--- src/dtm_pkg.sv ---
/*
  package for the dual 8-bit timer block: register offsets, field positions,
  reset values, clock-select codes and the packed carriers of the block.
  assumes a plain register port with 8-bit data, one clock and sync reset.
*/
// Function
// - two 8-bit timers run alone or join into one 16-bit counter.
// - five modes: 8-bit timer, 8-bit capture, 16-bit timer, 16-bit capture, PWM.
// - first timer clock is system clock over 2..4096, or external clock.
// - second timer clock is clk, clk/2, clk/16 or the first timer's source.
// - external clock source counts on each rising edge of the input.
// - each 8-bit timer flags a match with its data register in shared status.
// - each match toggles that timer's output pin; outputs start low.
// - counter restarts after reaching the data value, halving output frequency.
// - timer output drives the pin only while its pin-output enable is set.
// - 16-bit mode: first timer is low byte; flag on both bytes matching.
// - 16-bit timer mode toggles the second pin on full 16-bit match.
// - capture mode still raises the compare-match flag.
// - capture event copies counter to capture register and clears the counter.
// - capture events qualify on falling, rising or both edges.
// - counter, data and capture share an address; read depends on mode.
// - 16-bit capture uses concatenated counter and capture, first timer's clock.
// - PWM mode drives a PWM waveform from period, duty and high-bit registers.
// - PWM period and duty are 10-bit counts of second timer clocks.
// - polarity set makes duty portion high, clear makes it low.
// - setting start clears the counter and counts; clearing it stops. Here counting also needs continue set, plus enable for the first timer.
`default_nettype none
package dtm_pkg;
  // register offsets (index on the 8-bit register port)
  localparam logic [3:0] DTM_OFS_FIRST_CTRL  = 4'h0;
  localparam logic [3:0] DTM_OFS_FIRST_DATA  = 4'h1;
  localparam logic [3:0] DTM_OFS_SECOND_CTRL = 4'h2;
  localparam logic [3:0] DTM_OFS_SECOND_DATA = 4'h3;
  localparam logic [3:0] DTM_OFS_PWM_PERIOD  = 4'h4;
  localparam logic [3:0] DTM_OFS_PWM_DUTY    = 4'h5;
  localparam logic [3:0] DTM_OFS_PWM_HIGH    = 4'h6;
  localparam logic [3:0] DTM_OFS_FLAG_STATUS = 4'h7;
  localparam logic [3:0] DTM_OFS_EDGE_SELECT = 4'h8;

  // first timer control fields
  localparam int DTM_F_START    = 0;
  localparam int DTM_F_CONTINUE = 1;
  localparam int DTM_F_CAPTURE  = 2;
  localparam int DTM_F_CK_LO    = 3;
  localparam int DTM_F_PIN_OE   = 6;
  localparam int DTM_F_ENABLE   = 7;
  // second timer control fields
  localparam int DTM_S_START    = 0;
  localparam int DTM_S_CONTINUE = 1;
  localparam int DTM_S_CAPTURE  = 2;
  localparam int DTM_S_CK_LO    = 3;
  localparam int DTM_S_COMBINE  = 5;
  localparam int DTM_S_POLARITY = 6;
  localparam int DTM_S_PWM      = 7;
  // pwm high-bit register fields
  localparam int DTM_H_PIN_OE   = 7;

  // reset values
  localparam logic [7:0] DTM_RST_CTRL    = 8'h00;
  localparam logic [7:0] DTM_RST_DATA    = 8'hFF;
  localparam logic [7:0] DTM_RST_PERIOD  = 8'hFF;
  localparam logic [7:0] DTM_RST_DUTY    = 8'h00;
  localparam logic [7:0] DTM_RST_HIGH    = 8'h00;
  localparam logic [7:0] DTM_RST_EDGE    = 8'h00;
  localparam logic [7:0] DTM_ZERO8       = 8'h00;

  // first timer clock select codes
  localparam logic [2:0] DTM_CK0_EXT     = 3'h7;
  // second timer clock select codes
  localparam logic [1:0] DTM_CK1_DIV1    = 2'h0;
  localparam logic [1:0] DTM_CK1_DIV2    = 2'h1;
  localparam logic [1:0] DTM_CK1_DIV16   = 2'h2;
  localparam logic [1:0] DTM_CK1_SHARED  = 2'h3;

  // prescaler width: covers divide by 4096
  localparam int DTM_PRE_W = 12;

  // per-timer counting state carried as one unit
  typedef struct packed {
    logic [7:0] cnt;
    logic [7:0] cap;
    logic       pin;
  } dtm_timer_t;

  // rise and fall enable bits for each capture input edge selection
  typedef struct packed {
    logic rise;
    logic fall;
  } dtm_edge_t;
endpackage
`default_nettype wire

--- src/dtm_timer.sv ---
/*
  dual 8-bit timer / capture / pwm block: two counters that run alone or as
  one 16-bit counter, compare outputs, capture on pin edges and a 10-bit pwm.
  assumes external pins are asynchronous and are synchronised here; register
  port reads return data the cycle after the read strobe.
*/
`default_nettype none
module dtm_timer
  import dtm_pkg::*;
(
  input  wire logic       clk,
  input  wire logic       sys_rst,
  input  wire logic [3:0] reg_addr,
  input  wire logic [7:0] reg_wdata,
  input  wire logic       reg_wr,
  input  wire logic       reg_rd,
  output var  logic [7:0] reg_rdata_r,
  input  wire logic       external_count_clock,
  input  wire logic       capture_pin_a,
  input  wire logic       capture_pin_b,
  input  wire logic       port_func_a,
  input  wire logic       port_func_b,
  output var  logic       first_compare_pin_r,
  output var  logic       second_compare_pin_r
);

  // control and data registers
  logic [7:0] first_timer_control_r;
  logic [7:0] second_timer_control_r;
  logic [7:0] first_timer_compare_value_r;
  logic [7:0] second_timer_compare_value_r;
  logic [7:0] pwm_period_low_r;
  logic [7:0] pwm_duty_low_r;
  logic [7:0] pwm_high_bits_r;
  logic [7:0] edge_sel_r;
  logic [1:0] timer_flag_status_r;
  logic [1:0] timer_flag_status_nxt;
  dtm_timer_t low_counter_r;
  dtm_timer_t high_counter_r;
  logic [DTM_PRE_W-1:0] pre0_r;
  logic [3:0] pre1_r;
  logic [9:0] pwm_cnt_r;
  logic       pwm_out_r;

  // three-stage synchronisers for the pins; stage 1 feeds only stage 2
  logic [2:0] ext_sync_r;
  logic [2:0] cap_a_sync_r;
  logic [2:0] cap_b_sync_r;
  logic       ext_lvl_r;
  logic       cap_a_lvl_r;
  logic       cap_b_lvl_r;

  // decoded mode bits
  wire logic       combine      = second_timer_control_r[DTM_S_COMBINE];
  wire logic       pwm_mode     = second_timer_control_r[DTM_S_PWM];
  wire logic       polarity     = second_timer_control_r[DTM_S_POLARITY];
  wire logic       first_timer_capture_mode_mode    = first_timer_control_r[DTM_F_CAPTURE];
  wire logic       second_timer_capture_mode_mode    = second_timer_control_r[DTM_S_CAPTURE];
  wire logic [2:0] ck0_sel      = first_timer_control_r[DTM_F_CK_LO +: 3];
  wire logic [1:0] ck1_sel      = second_timer_control_r[DTM_S_CK_LO +: 2];
  wire logic       run0         = first_timer_control_r[DTM_F_ENABLE]
                                & first_timer_control_r[DTM_F_START]
                                & first_timer_control_r[DTM_F_CONTINUE];
  wire logic       run1         = second_timer_control_r[DTM_S_START]
                                & second_timer_control_r[DTM_S_CONTINUE];

  // register write decode, one select per address
  wire logic wr_ctrl0  = reg_wr & (reg_addr == DTM_OFS_FIRST_CTRL);
  wire logic wr_data0  = reg_wr & (reg_addr == DTM_OFS_FIRST_DATA);
  wire logic wr_ctrl1  = reg_wr & (reg_addr == DTM_OFS_SECOND_CTRL);
  wire logic wr_data1  = reg_wr & (reg_addr == DTM_OFS_SECOND_DATA);
  wire logic wr_period = reg_wr & (reg_addr == DTM_OFS_PWM_PERIOD);
  wire logic wr_duty   = reg_wr & (reg_addr == DTM_OFS_PWM_DUTY);
  wire logic wr_high   = reg_wr & (reg_addr == DTM_OFS_PWM_HIGH);
  wire logic wr_flag   = reg_wr & (reg_addr == DTM_OFS_FLAG_STATUS);
  wire logic wr_edge   = reg_wr & (reg_addr == DTM_OFS_EDGE_SELECT);

  // start bit rising in a write clears the counter
  wire logic start0 = wr_ctrl0 & reg_wdata[DTM_F_START]
                    & ~first_timer_control_r[DTM_F_START];
  wire logic start1 = wr_ctrl1 & reg_wdata[DTM_S_START]
                    & ~second_timer_control_r[DTM_S_START];

  // edge detection on the settled pin levels (stages 2 and 3 agree)
  wire logic ext_rise  = ext_sync_r[1] & ext_sync_r[2] & ~ext_lvl_r;
  wire logic a_rise    = cap_a_sync_r[1] & cap_a_sync_r[2] & ~cap_a_lvl_r;
  wire logic a_fall    = ~cap_a_sync_r[1] & ~cap_a_sync_r[2] & cap_a_lvl_r;
  wire logic b_rise    = cap_b_sync_r[1] & cap_b_sync_r[2] & ~cap_b_lvl_r;
  wire logic b_fall    = ~cap_b_sync_r[1] & ~cap_b_sync_r[2] & cap_b_lvl_r;

  // edge qualifier, used for both capture inputs
  function automatic logic edge_hit(input dtm_edge_t sel, input logic r, input logic f);
    edge_hit = (sel.rise & r) | (sel.fall & f);
  endfunction
  wire logic cap_a_evt = first_timer_capture_mode_mode & edge_hit(dtm_edge_t'(edge_sel_r[1:0]), a_rise, a_fall);
  wire logic cap_b_evt = second_timer_capture_mode_mode & edge_hit(dtm_edge_t'(edge_sel_r[3:2]), b_rise, b_fall);

  // first timer prescaler taps: divide by 2,4,16,64,256,1024,4096
  logic tick0;
  always_comb begin
    unique case (ck0_sel)
      3'h0:    tick0 = pre0_r[0]  == 1'b1 && pre0_r[0:0] == 1'h1;
      3'h1:    tick0 = pre0_r[1:0] == 2'h3;
      3'h2:    tick0 = pre0_r[3:0] == 4'hF;
      3'h3:    tick0 = pre0_r[5:0] == 6'h3F;
      3'h4:    tick0 = pre0_r[7:0] == 8'hFF;
      3'h5:    tick0 = pre0_r[9:0] == 10'h3FF;
      3'h6:    tick0 = pre0_r[11:0] == 12'hFFF;
      default: tick0 = ext_rise;
    endcase
  end

  // second timer clock: clk, /2, /16, or first timer's source
  logic tick1;
  always_comb begin
    unique case (ck1_sel)
      DTM_CK1_DIV1:  tick1 = 1'b1;
      DTM_CK1_DIV2:  tick1 = pre1_r[0];
      DTM_CK1_DIV16: tick1 = pre1_r == 4'hF;
      default:       tick1 = tick0;
    endcase
  end

  // matches against the data registers
  wire logic match0   = low_counter_r.cnt  == first_timer_compare_value_r;
  wire logic match1   = high_counter_r.cnt == second_timer_compare_value_r;
  wire logic match16  = match0 & match1;
  // a match restarts the counter on the tick after it is reached
  wire logic step0    = run0 & tick0;
  wire logic step1    = run1 & tick1 & ~combine & ~pwm_mode;
  wire logic hit0     = step0 & (combine ? match16 : match0);
  wire logic hit1     = step1 & match1;
  wire logic roll0    = step0 & (low_counter_r.cnt == 8'hFF);
  wire logic cap16    = combine & cap_a_evt;

  // flag status: hardware set wins over a software clear of zero
  always_comb begin
    timer_flag_status_nxt = timer_flag_status_r;
    if (wr_flag) begin
      timer_flag_status_nxt = timer_flag_status_r & reg_wdata[1:0];
    end
    if (hit0) begin
      timer_flag_status_nxt[0] = 1'b1;
    end
    if (hit1) begin
      timer_flag_status_nxt[1] = 1'b1;
    end
  end

  // shared-address read: capture value in capture mode, else duty for the second in pwm mode, else counter
  wire logic [7:0] rd0 = first_timer_capture_mode_mode ? low_counter_r.cap : low_counter_r.cnt;
  wire logic [7:0] rd1 = (second_timer_capture_mode_mode | (combine & first_timer_capture_mode_mode)) ? high_counter_r.cap
                       : pwm_mode ? pwm_duty_low_r : high_counter_r.cnt;
  logic [7:0] rd_mux;
  always_comb begin
    unique case (reg_addr)
      DTM_OFS_FIRST_CTRL:  rd_mux = first_timer_control_r;
      DTM_OFS_FIRST_DATA:  rd_mux = rd0;
      DTM_OFS_SECOND_CTRL: rd_mux = second_timer_control_r;
      DTM_OFS_SECOND_DATA: rd_mux = rd1;
      DTM_OFS_PWM_DUTY:    rd_mux = pwm_duty_low_r;
      DTM_OFS_FLAG_STATUS: rd_mux = {6'h00, timer_flag_status_r};
      DTM_OFS_EDGE_SELECT: rd_mux = edge_sel_r;
      default:             rd_mux = DTM_ZERO8;     // write-only and unmapped
    endcase
  end

  // pwm: 10-bit period and duty from high bits plus low registers
  wire logic [9:0] pwm_period = {pwm_high_bits_r[3:2], pwm_period_low_r};
  wire logic [9:0] pwm_duty   = {pwm_high_bits_r[1:0], pwm_duty_low_r};
  wire logic       pwm_step   = pwm_mode & run1 & tick1;
  wire logic       pwm_wrap   = pwm_cnt_r >= pwm_period - 10'h001;
  wire logic       in_duty    = pwm_cnt_r < pwm_duty;
  wire logic       pwm_lvl    = in_duty ? polarity : ~polarity;

  // pin selection: timer output only while its enable is set
  wire logic oe0  = first_timer_control_r[DTM_F_PIN_OE];
  wire logic oe1  = pwm_high_bits_r[DTM_H_PIN_OE];
  wire logic out1 = pwm_mode ? pwm_out_r : high_counter_r.pin;

  // synchronisers and settled levels
  always_ff @(posedge clk) begin
    if (sys_rst) begin
      ext_sync_r   <= 3'h0;
      cap_a_sync_r <= 3'h0;
      cap_b_sync_r <= 3'h0;
      ext_lvl_r    <= 1'b0;
      cap_a_lvl_r  <= 1'b0;
      cap_b_lvl_r  <= 1'b0;
    end else begin
      ext_sync_r   <= {ext_sync_r[1:0], external_count_clock};
      cap_a_sync_r <= {cap_a_sync_r[1:0], capture_pin_a};
      cap_b_sync_r <= {cap_b_sync_r[1:0], capture_pin_b};
      if (ext_sync_r[1] == ext_sync_r[2]) ext_lvl_r <= ext_sync_r[2];
      if (cap_a_sync_r[1] == cap_a_sync_r[2]) cap_a_lvl_r <= cap_a_sync_r[2];
      if (cap_b_sync_r[1] == cap_b_sync_r[2]) cap_b_lvl_r <= cap_b_sync_r[2];
    end
  end

  // software-written registers
  always_ff @(posedge clk) begin
    if (sys_rst) begin
      first_timer_control_r        <= DTM_RST_CTRL;
      second_timer_control_r       <= DTM_RST_CTRL;
      first_timer_compare_value_r  <= DTM_RST_DATA;
      second_timer_compare_value_r <= DTM_RST_DATA;
      pwm_period_low_r             <= DTM_RST_PERIOD;
      pwm_duty_low_r               <= DTM_RST_DUTY;
      pwm_high_bits_r              <= DTM_RST_HIGH;
      edge_sel_r                   <= DTM_RST_EDGE;
      timer_flag_status_r          <= 2'h0;
      reg_rdata_r                  <= DTM_ZERO8;
    end else begin
      if (wr_ctrl0)  first_timer_control_r        <= reg_wdata;
      if (wr_ctrl1)  second_timer_control_r       <= reg_wdata;
      if (wr_data0)  first_timer_compare_value_r  <= reg_wdata;
      if (wr_data1)  second_timer_compare_value_r <= reg_wdata;
      if (wr_period) pwm_period_low_r             <= reg_wdata;
      if (wr_duty)   pwm_duty_low_r               <= reg_wdata;
      if (wr_high)   pwm_high_bits_r              <= reg_wdata;
      if (wr_edge)   edge_sel_r                   <= reg_wdata;
      timer_flag_status_r <= timer_flag_status_nxt;
      reg_rdata_r <= reg_rd ? rd_mux : DTM_ZERO8;
    end
  end

  // prescalers run freely; a divided tick is one clk wide
  always_ff @(posedge clk) begin
    if (sys_rst) begin
      pre0_r <= '0;
      pre1_r <= 4'h0;
    end else begin
      pre0_r <= pre0_r + 1'b1;
      pre1_r <= pre1_r + 4'h1;
    end
  end

  // low counter: 8-bit alone, low byte when combined
  always_ff @(posedge clk) begin
    if (sys_rst) begin
      low_counter_r <= '0;
    end else if (start0) begin
      low_counter_r.cnt <= DTM_ZERO8;
    end else if (cap_a_evt) begin
      low_counter_r.cap <= low_counter_r.cnt;
      low_counter_r.cnt <= DTM_ZERO8;
    end else if (hit0) begin
      low_counter_r.cnt <= DTM_ZERO8;
      if (!combine) low_counter_r.pin <= ~low_counter_r.pin;
    end else if (step0) begin
      low_counter_r.cnt <= low_counter_r.cnt + 8'h01;
    end
  end

  // high counter: own clock alone, carry from low byte when combined
  always_ff @(posedge clk) begin
    if (sys_rst) begin
      high_counter_r <= '0;
    end else if (start1 || (combine && start0)) begin
      high_counter_r.cnt <= DTM_ZERO8;
    end else if (cap16) begin
      high_counter_r.cap <= high_counter_r.cnt;
      high_counter_r.cnt <= DTM_ZERO8;
    end else if (cap_b_evt && !combine) begin
      high_counter_r.cap <= high_counter_r.cnt;
      high_counter_r.cnt <= DTM_ZERO8;
    end else if (combine && hit0) begin
      high_counter_r.cnt <= DTM_ZERO8;
      high_counter_r.pin <= ~high_counter_r.pin;
    end else if (combine && roll0) begin
      high_counter_r.cnt <= high_counter_r.cnt + 8'h01;
    end else if (hit1) begin
      high_counter_r.cnt <= DTM_ZERO8;
      high_counter_r.pin <= ~high_counter_r.pin;
    end else if (step1) begin
      high_counter_r.cnt <= high_counter_r.cnt + 8'h01;
    end
  end

  // pwm counter and waveform
  always_ff @(posedge clk) begin
    if (sys_rst || start1) begin
      pwm_cnt_r <= 10'h000;
      pwm_out_r <= 1'b0;
    end else if (pwm_step) begin
      pwm_cnt_r <= pwm_wrap ? 10'h000 : pwm_cnt_r + 10'h001;
      pwm_out_r <= pwm_lvl;
    end
  end

  // pins: timer output replaces port function only when enabled
  always_ff @(posedge clk) begin
    if (sys_rst) begin
      first_compare_pin_r  <= 1'b0;
      second_compare_pin_r <= 1'b0;
    end else begin
      first_compare_pin_r  <= oe0 ? low_counter_r.pin : port_func_a;
      second_compare_pin_r <= oe1 ? out1 : port_func_b;
    end
  end

endmodule
`default_nettype wire

--- config.mk ---
export PLATFORM = sky130hd
export DESIGN_NAME = dtm_timer
export DESIGN_NICKNAME = d
export VERILOG_FILES = /design/src/dtm_pkg.sv /design/src/dtm_timer.sv
export SDC_FILE = /design/constraint.sdc
export NUM_CORES = 1
export LEC_CHECK = 0
export ABC_CLOCK_PERIOD_IN_PS = 3000
export BUFFER_PORTS_ARGS = -buffer_cell sky130_fd_sc_hd__buf_2
export CORE_ASPECT_RATIO = 1.1
export CORE_UTILIZATION = 45
export DETAILED_ROUTE_END_ITERATION = 6
export PLACE_DENSITY_LB_ADDON = 0.05
export SYNTH_ARGS = -nofsm -noshare
export SYNTH_HDL_FRONTEND = slang
export SYNTH_SLANG_ARGS = --single-unit
--- constraint.sdc ---
create_clock -name clk -period 3 [get_ports clk]
set_input_delay 0.15 -clock clk [delete_from_list [all_inputs] [get_ports clk]]
set_output_delay 0.15 -clock clk [all_outputs]
set_load 0.005 [all_outputs]
==> reports/results.ini <==
[power_and_ir_drop]
ir_worst_vdd_uv = 404.4
power_frac_clock_pct = 47.7
power.density_nw_per_um2 = 515.5
total_power_mw = 4.221
p_sw_mw = 0.9613
power_leakage_nw = 3.232
p_int_mw = 3.259
combPwrFrac_pct = 5.1
swShare_pct = 22.78
pwr-share-seq_pct = 47.2

[synth]
yosysSeqAreaShare_pct = 40.46
synthFlopType = dfxtp_1
synth.distinct_cells = 60
ys_ff_latch = 146
yosysWarnings = 0
synth_cells = 847
synthArstFlopShare_pct = 0
synth_edf_count = 0
syn_avg_cell_area_um2 = 8.528
syn-num-nets = 898
syn_area_um2 = 7223

[clocking]
cts.sinks = 146
h-tree-depth = 4
cts_buffer_depth = 2
clock_latency_ps = 420
cts-buffers-inserted = 17
path_clk_slew_ps = 60
cts_tree = done
root_buffer = clkbuf_16

[floorplanning]
die-area_um2 = 16560
dieWidth_um = 122.8
die_h_um = 134.9
core_area_um2 = 15680
ioPinCount = 31
row_count = 48
start_util_pct = 46.08

[final_layout]
finalNetCount = 919
syn_to_final_growth_pct = 13.36
drive_above_1_share_pct = 10.91
final_cells = 1080
n_antenna_cell = 0
fillers = 1449

[worst_setup_path]
r2r_end = pwm_cnt_r[0]$_SDFFE_PP0P_
r2r_cells = 11
endpoint_kind = register
arrival_ps = 3130
critPathMaxStageDelay_ps = 370
cp_slowest_cell = or3_1
required_ps = 3360
cp_cell_sequence = or3_1 > or2_4 > nor4_4 > xnor2_1 > ha_1 > a21o_1 > a21o_1 > a221o_1 > a31oi_2 > o21ai_4 > nor2_1
worst_path_most_repeated_cell = a21o_1
start_kind = register
regToRegSetupSlack_ps = 230
worstSetupPathType = register to register
reg2reg_from = pwm_period_low_r[3]$_SDFFE_PP1P_
worstPathMaxFanout = 10

[global_routing]
grt_pass1_wl_mm = 30.58
grt_max_degree = 66
grt_antenna_before_repair = 0
grt_usage_pct = 24.53
grt_pass1_vias = 5627
overflow = 0

[sta]
finalClockSkew_ps = 10.43
relSlewSlack_pct = 42.05
hold_viol = 0
grt_setup_unrepaired = false
finalMaxSlewViolations = 0
period_minus_slack_ps = 2769
max_clock_freq_ghz = 0.3611
fin_crit_sh_pct = 92.30
hold_ws_ps = 111.6
finalSetupViolCount = 0
worst_slew_pin_slew_ps = 864.6

[routing]
wl_per_cell_um = 17.80
first_pass_iters = 6
routed_wl_mm = 19.22
drt-initial-drc-count = 572
vias = 6050
drc_errors = 0
via_per_inst = 5.602
antenna_left = 0

[run]
drv_cap = 0

[worst_hold_path]
hold_end = pwm_period_low_r[2]$_SDFFE_PP1P_
hold_depth = 3
hold_path_class = input pin to register
holdCritStartpoint = reg_wdata[2]

[place]
io_buffers = 30
place_inst = 1044
hpwl_mm = 13.93
gp_congestion = 0.9478

[run_status]
status = complete, no violations

per-layer routing:
layer | up-vias | GRT usage (%) | part of all wire (%)
li1 | 3000 | - | -
met1 | 2841 | 32.43 | 46
met2 | 173 | 39.54 | 47
met3 | 36 | 3.716 | 4.4
met4 | 0 | 10.30 | 2.8
met5 | - | 0 | 0
synth_stat cells (all sizes together) (6+ instances only):
master	number	share of area [%]
dfxtp	146	40
nand2	109	5.7
nor2	103	5.4
mux2i	51	7.1
nand3	43	3.0
xor2	40	4.9
a21oi	38	2.6
clkbuf	36	1.9
o21ai	33	2.3
ha	30	5.2
nand3b	25	2.6
inv	21	1.1
nor2b	15	1.3
xnor2	13	1.6
nor3	12	1.1
a31oi	10	0.87
buf	9	0.81
nand4	8	0.78
a21boi	7	0.78
nor4	7	0.61
a21o	6	0.62
and2	6	0.52
o211ai	6	0.62
power by group through the flow:
stage / combinational, mW / clock (mW) / sequential [mW]
6_report: 0.217 / 2.01 / 1.99
5_1_grt: 0.237 / 2.14 / 1.99
4_1_cts: 0.214 / 2.05 / 1.99
3_5_place_dp: 0.208 / 0 / 2.03
3_3_place_gp: 0.206 / 0 / 2.03
2_1_floorplan: 0.142 / 0 / 2.02
through the flow:
step	setup WS, ps	util, %	setup TNS [ps]	instance area, µm²
after global routing	52.07	52.24	0	8188
after CTS	70.85	51.94	0	8142
after global placement	60.50	47.99	0	7522
after floorplan	233.2	-	0	7223
after detailed placement	-3.469	47.99	-3.469	7522
final	231.0	52.24	0	8188
worst max-delay path: cells and delay by family, from the launching register on:
family,cells,cell delay (ps)
and+or+nand+nor,4,910
xor gates and xnor gates,1,170
DFF,1,340
AOI/OAI and AO/OA,5,1020
adders and majority gates,1,270
final cells by class:
type	instances	area, µm²	share of cell area (%)
multi-input combinational	635	4078	49.80
sequential	146	2923	35.70
clock buffer	22	484.2	5.914
timing repair buffer	47	292.8	3.576
tap	200	250.2	3.056
clock inverter	9	81.33	0.9933
inverter	21	78.83	0.9627
state kept, by name (all words and copies together) (netlist names), 2 cells and up:
name	flops
edge_sel_r	8
pre1_r	4
pwm_high_bits_r	5
pwm_duty_low_r	8
high_counter_r	17
pre0_r	12
first_timer_control_r	8
pwm_period_low_r	8
cap_b_sync_r	3
first_timer_compare_value_r	8
second_timer_control_r	8
timer_flag_status_r	2
reg_rdata_r	8
second_timer_compare_value_r	8
pwm_cnt_r	10
ext_sync_r	3
low_counter_r	17
cap_a_sync_r	3
layout by cell type, fill, tap and decap left out, types with 6 or more instances in the layout:
cell,n
nor2b_1,15
o211ai_1,6
a21oi_1,37
nand3_1,43
buf_2,29
nor2_1,103
clkbuf_16,17
ha_1,30
dfxtp_1,146
xor2_1,40
a21o_1,6
inv_1,21
nand2_1,109
nand4_1,7
o21ai_0,32
nand3b_1,25
nor3_1,9
a31oi_1,8
xnor2_1,13
mux2i_1,51
and2_1,6
nor4_1,6
buf_4,13
logic make-up (layout without fill, tap and decap cells):
logic type | count (synthesis) | count (layout) | synth area share [%]
adders and majority gates | 30 | 30 | 5.197
buffers and inverters | 66 | 99 | 3.776
xor gates and xnor gates | 53 | 53 | 6.427
and+or+nand+nor | 355 | 355 | 23.61
muxes | 55 | 55 | 7.691
DFF | 146 | 146 | 40.46
AOI/OAI and AO/OA | 142 | 142 | 12.84
worst max-delay path by stage:
stage	start	endpoint	slack (ps)	depth (start not counted)
floorplan	pwm_period_low_r[2]$_SDFFE_PP1P_	pwm_cnt_r[1]$_SDFFE_PP0P_	230	11
global placement	pwm_period_low_r[3]$_SDFFE_PP1P_	pwm_cnt_r[1]$_SDFFE_PP0P_	60	11
detailed placement	pwm_period_low_r[3]$_SDFFE_PP1P_	pwm_cnt_r[1]$_SDFFE_PP0P_	-3	11
CTS	pwm_period_low_r[3]$_SDFFE_PP1P_	pwm_cnt_r[1]$_SDFFE_PP0P_	70	11
global route	pwm_period_low_r[3]$_SDFFE_PP1P_	pwm_cnt_r[0]$_SDFFE_PP0P_	50	11
finish	pwm_period_low_r[3]$_SDFFE_PP1P_	pwm_cnt_r[0]$_SDFFE_PP0P_	230	11
what timing repair did:
| item | in CTS | in global routing |
|---|---|---|
| pin swaps | 0 | 3 |
| hold buffers | 5 | 0 |
| buffers inserted | 0 | 0 |
| endpoints found under the setup margin | 1 | 11 |
| gates resized for setup | 1 | 8 |
| hold endpoints to repair | 5 | 0 |
(Power assumes the default switching activity.)
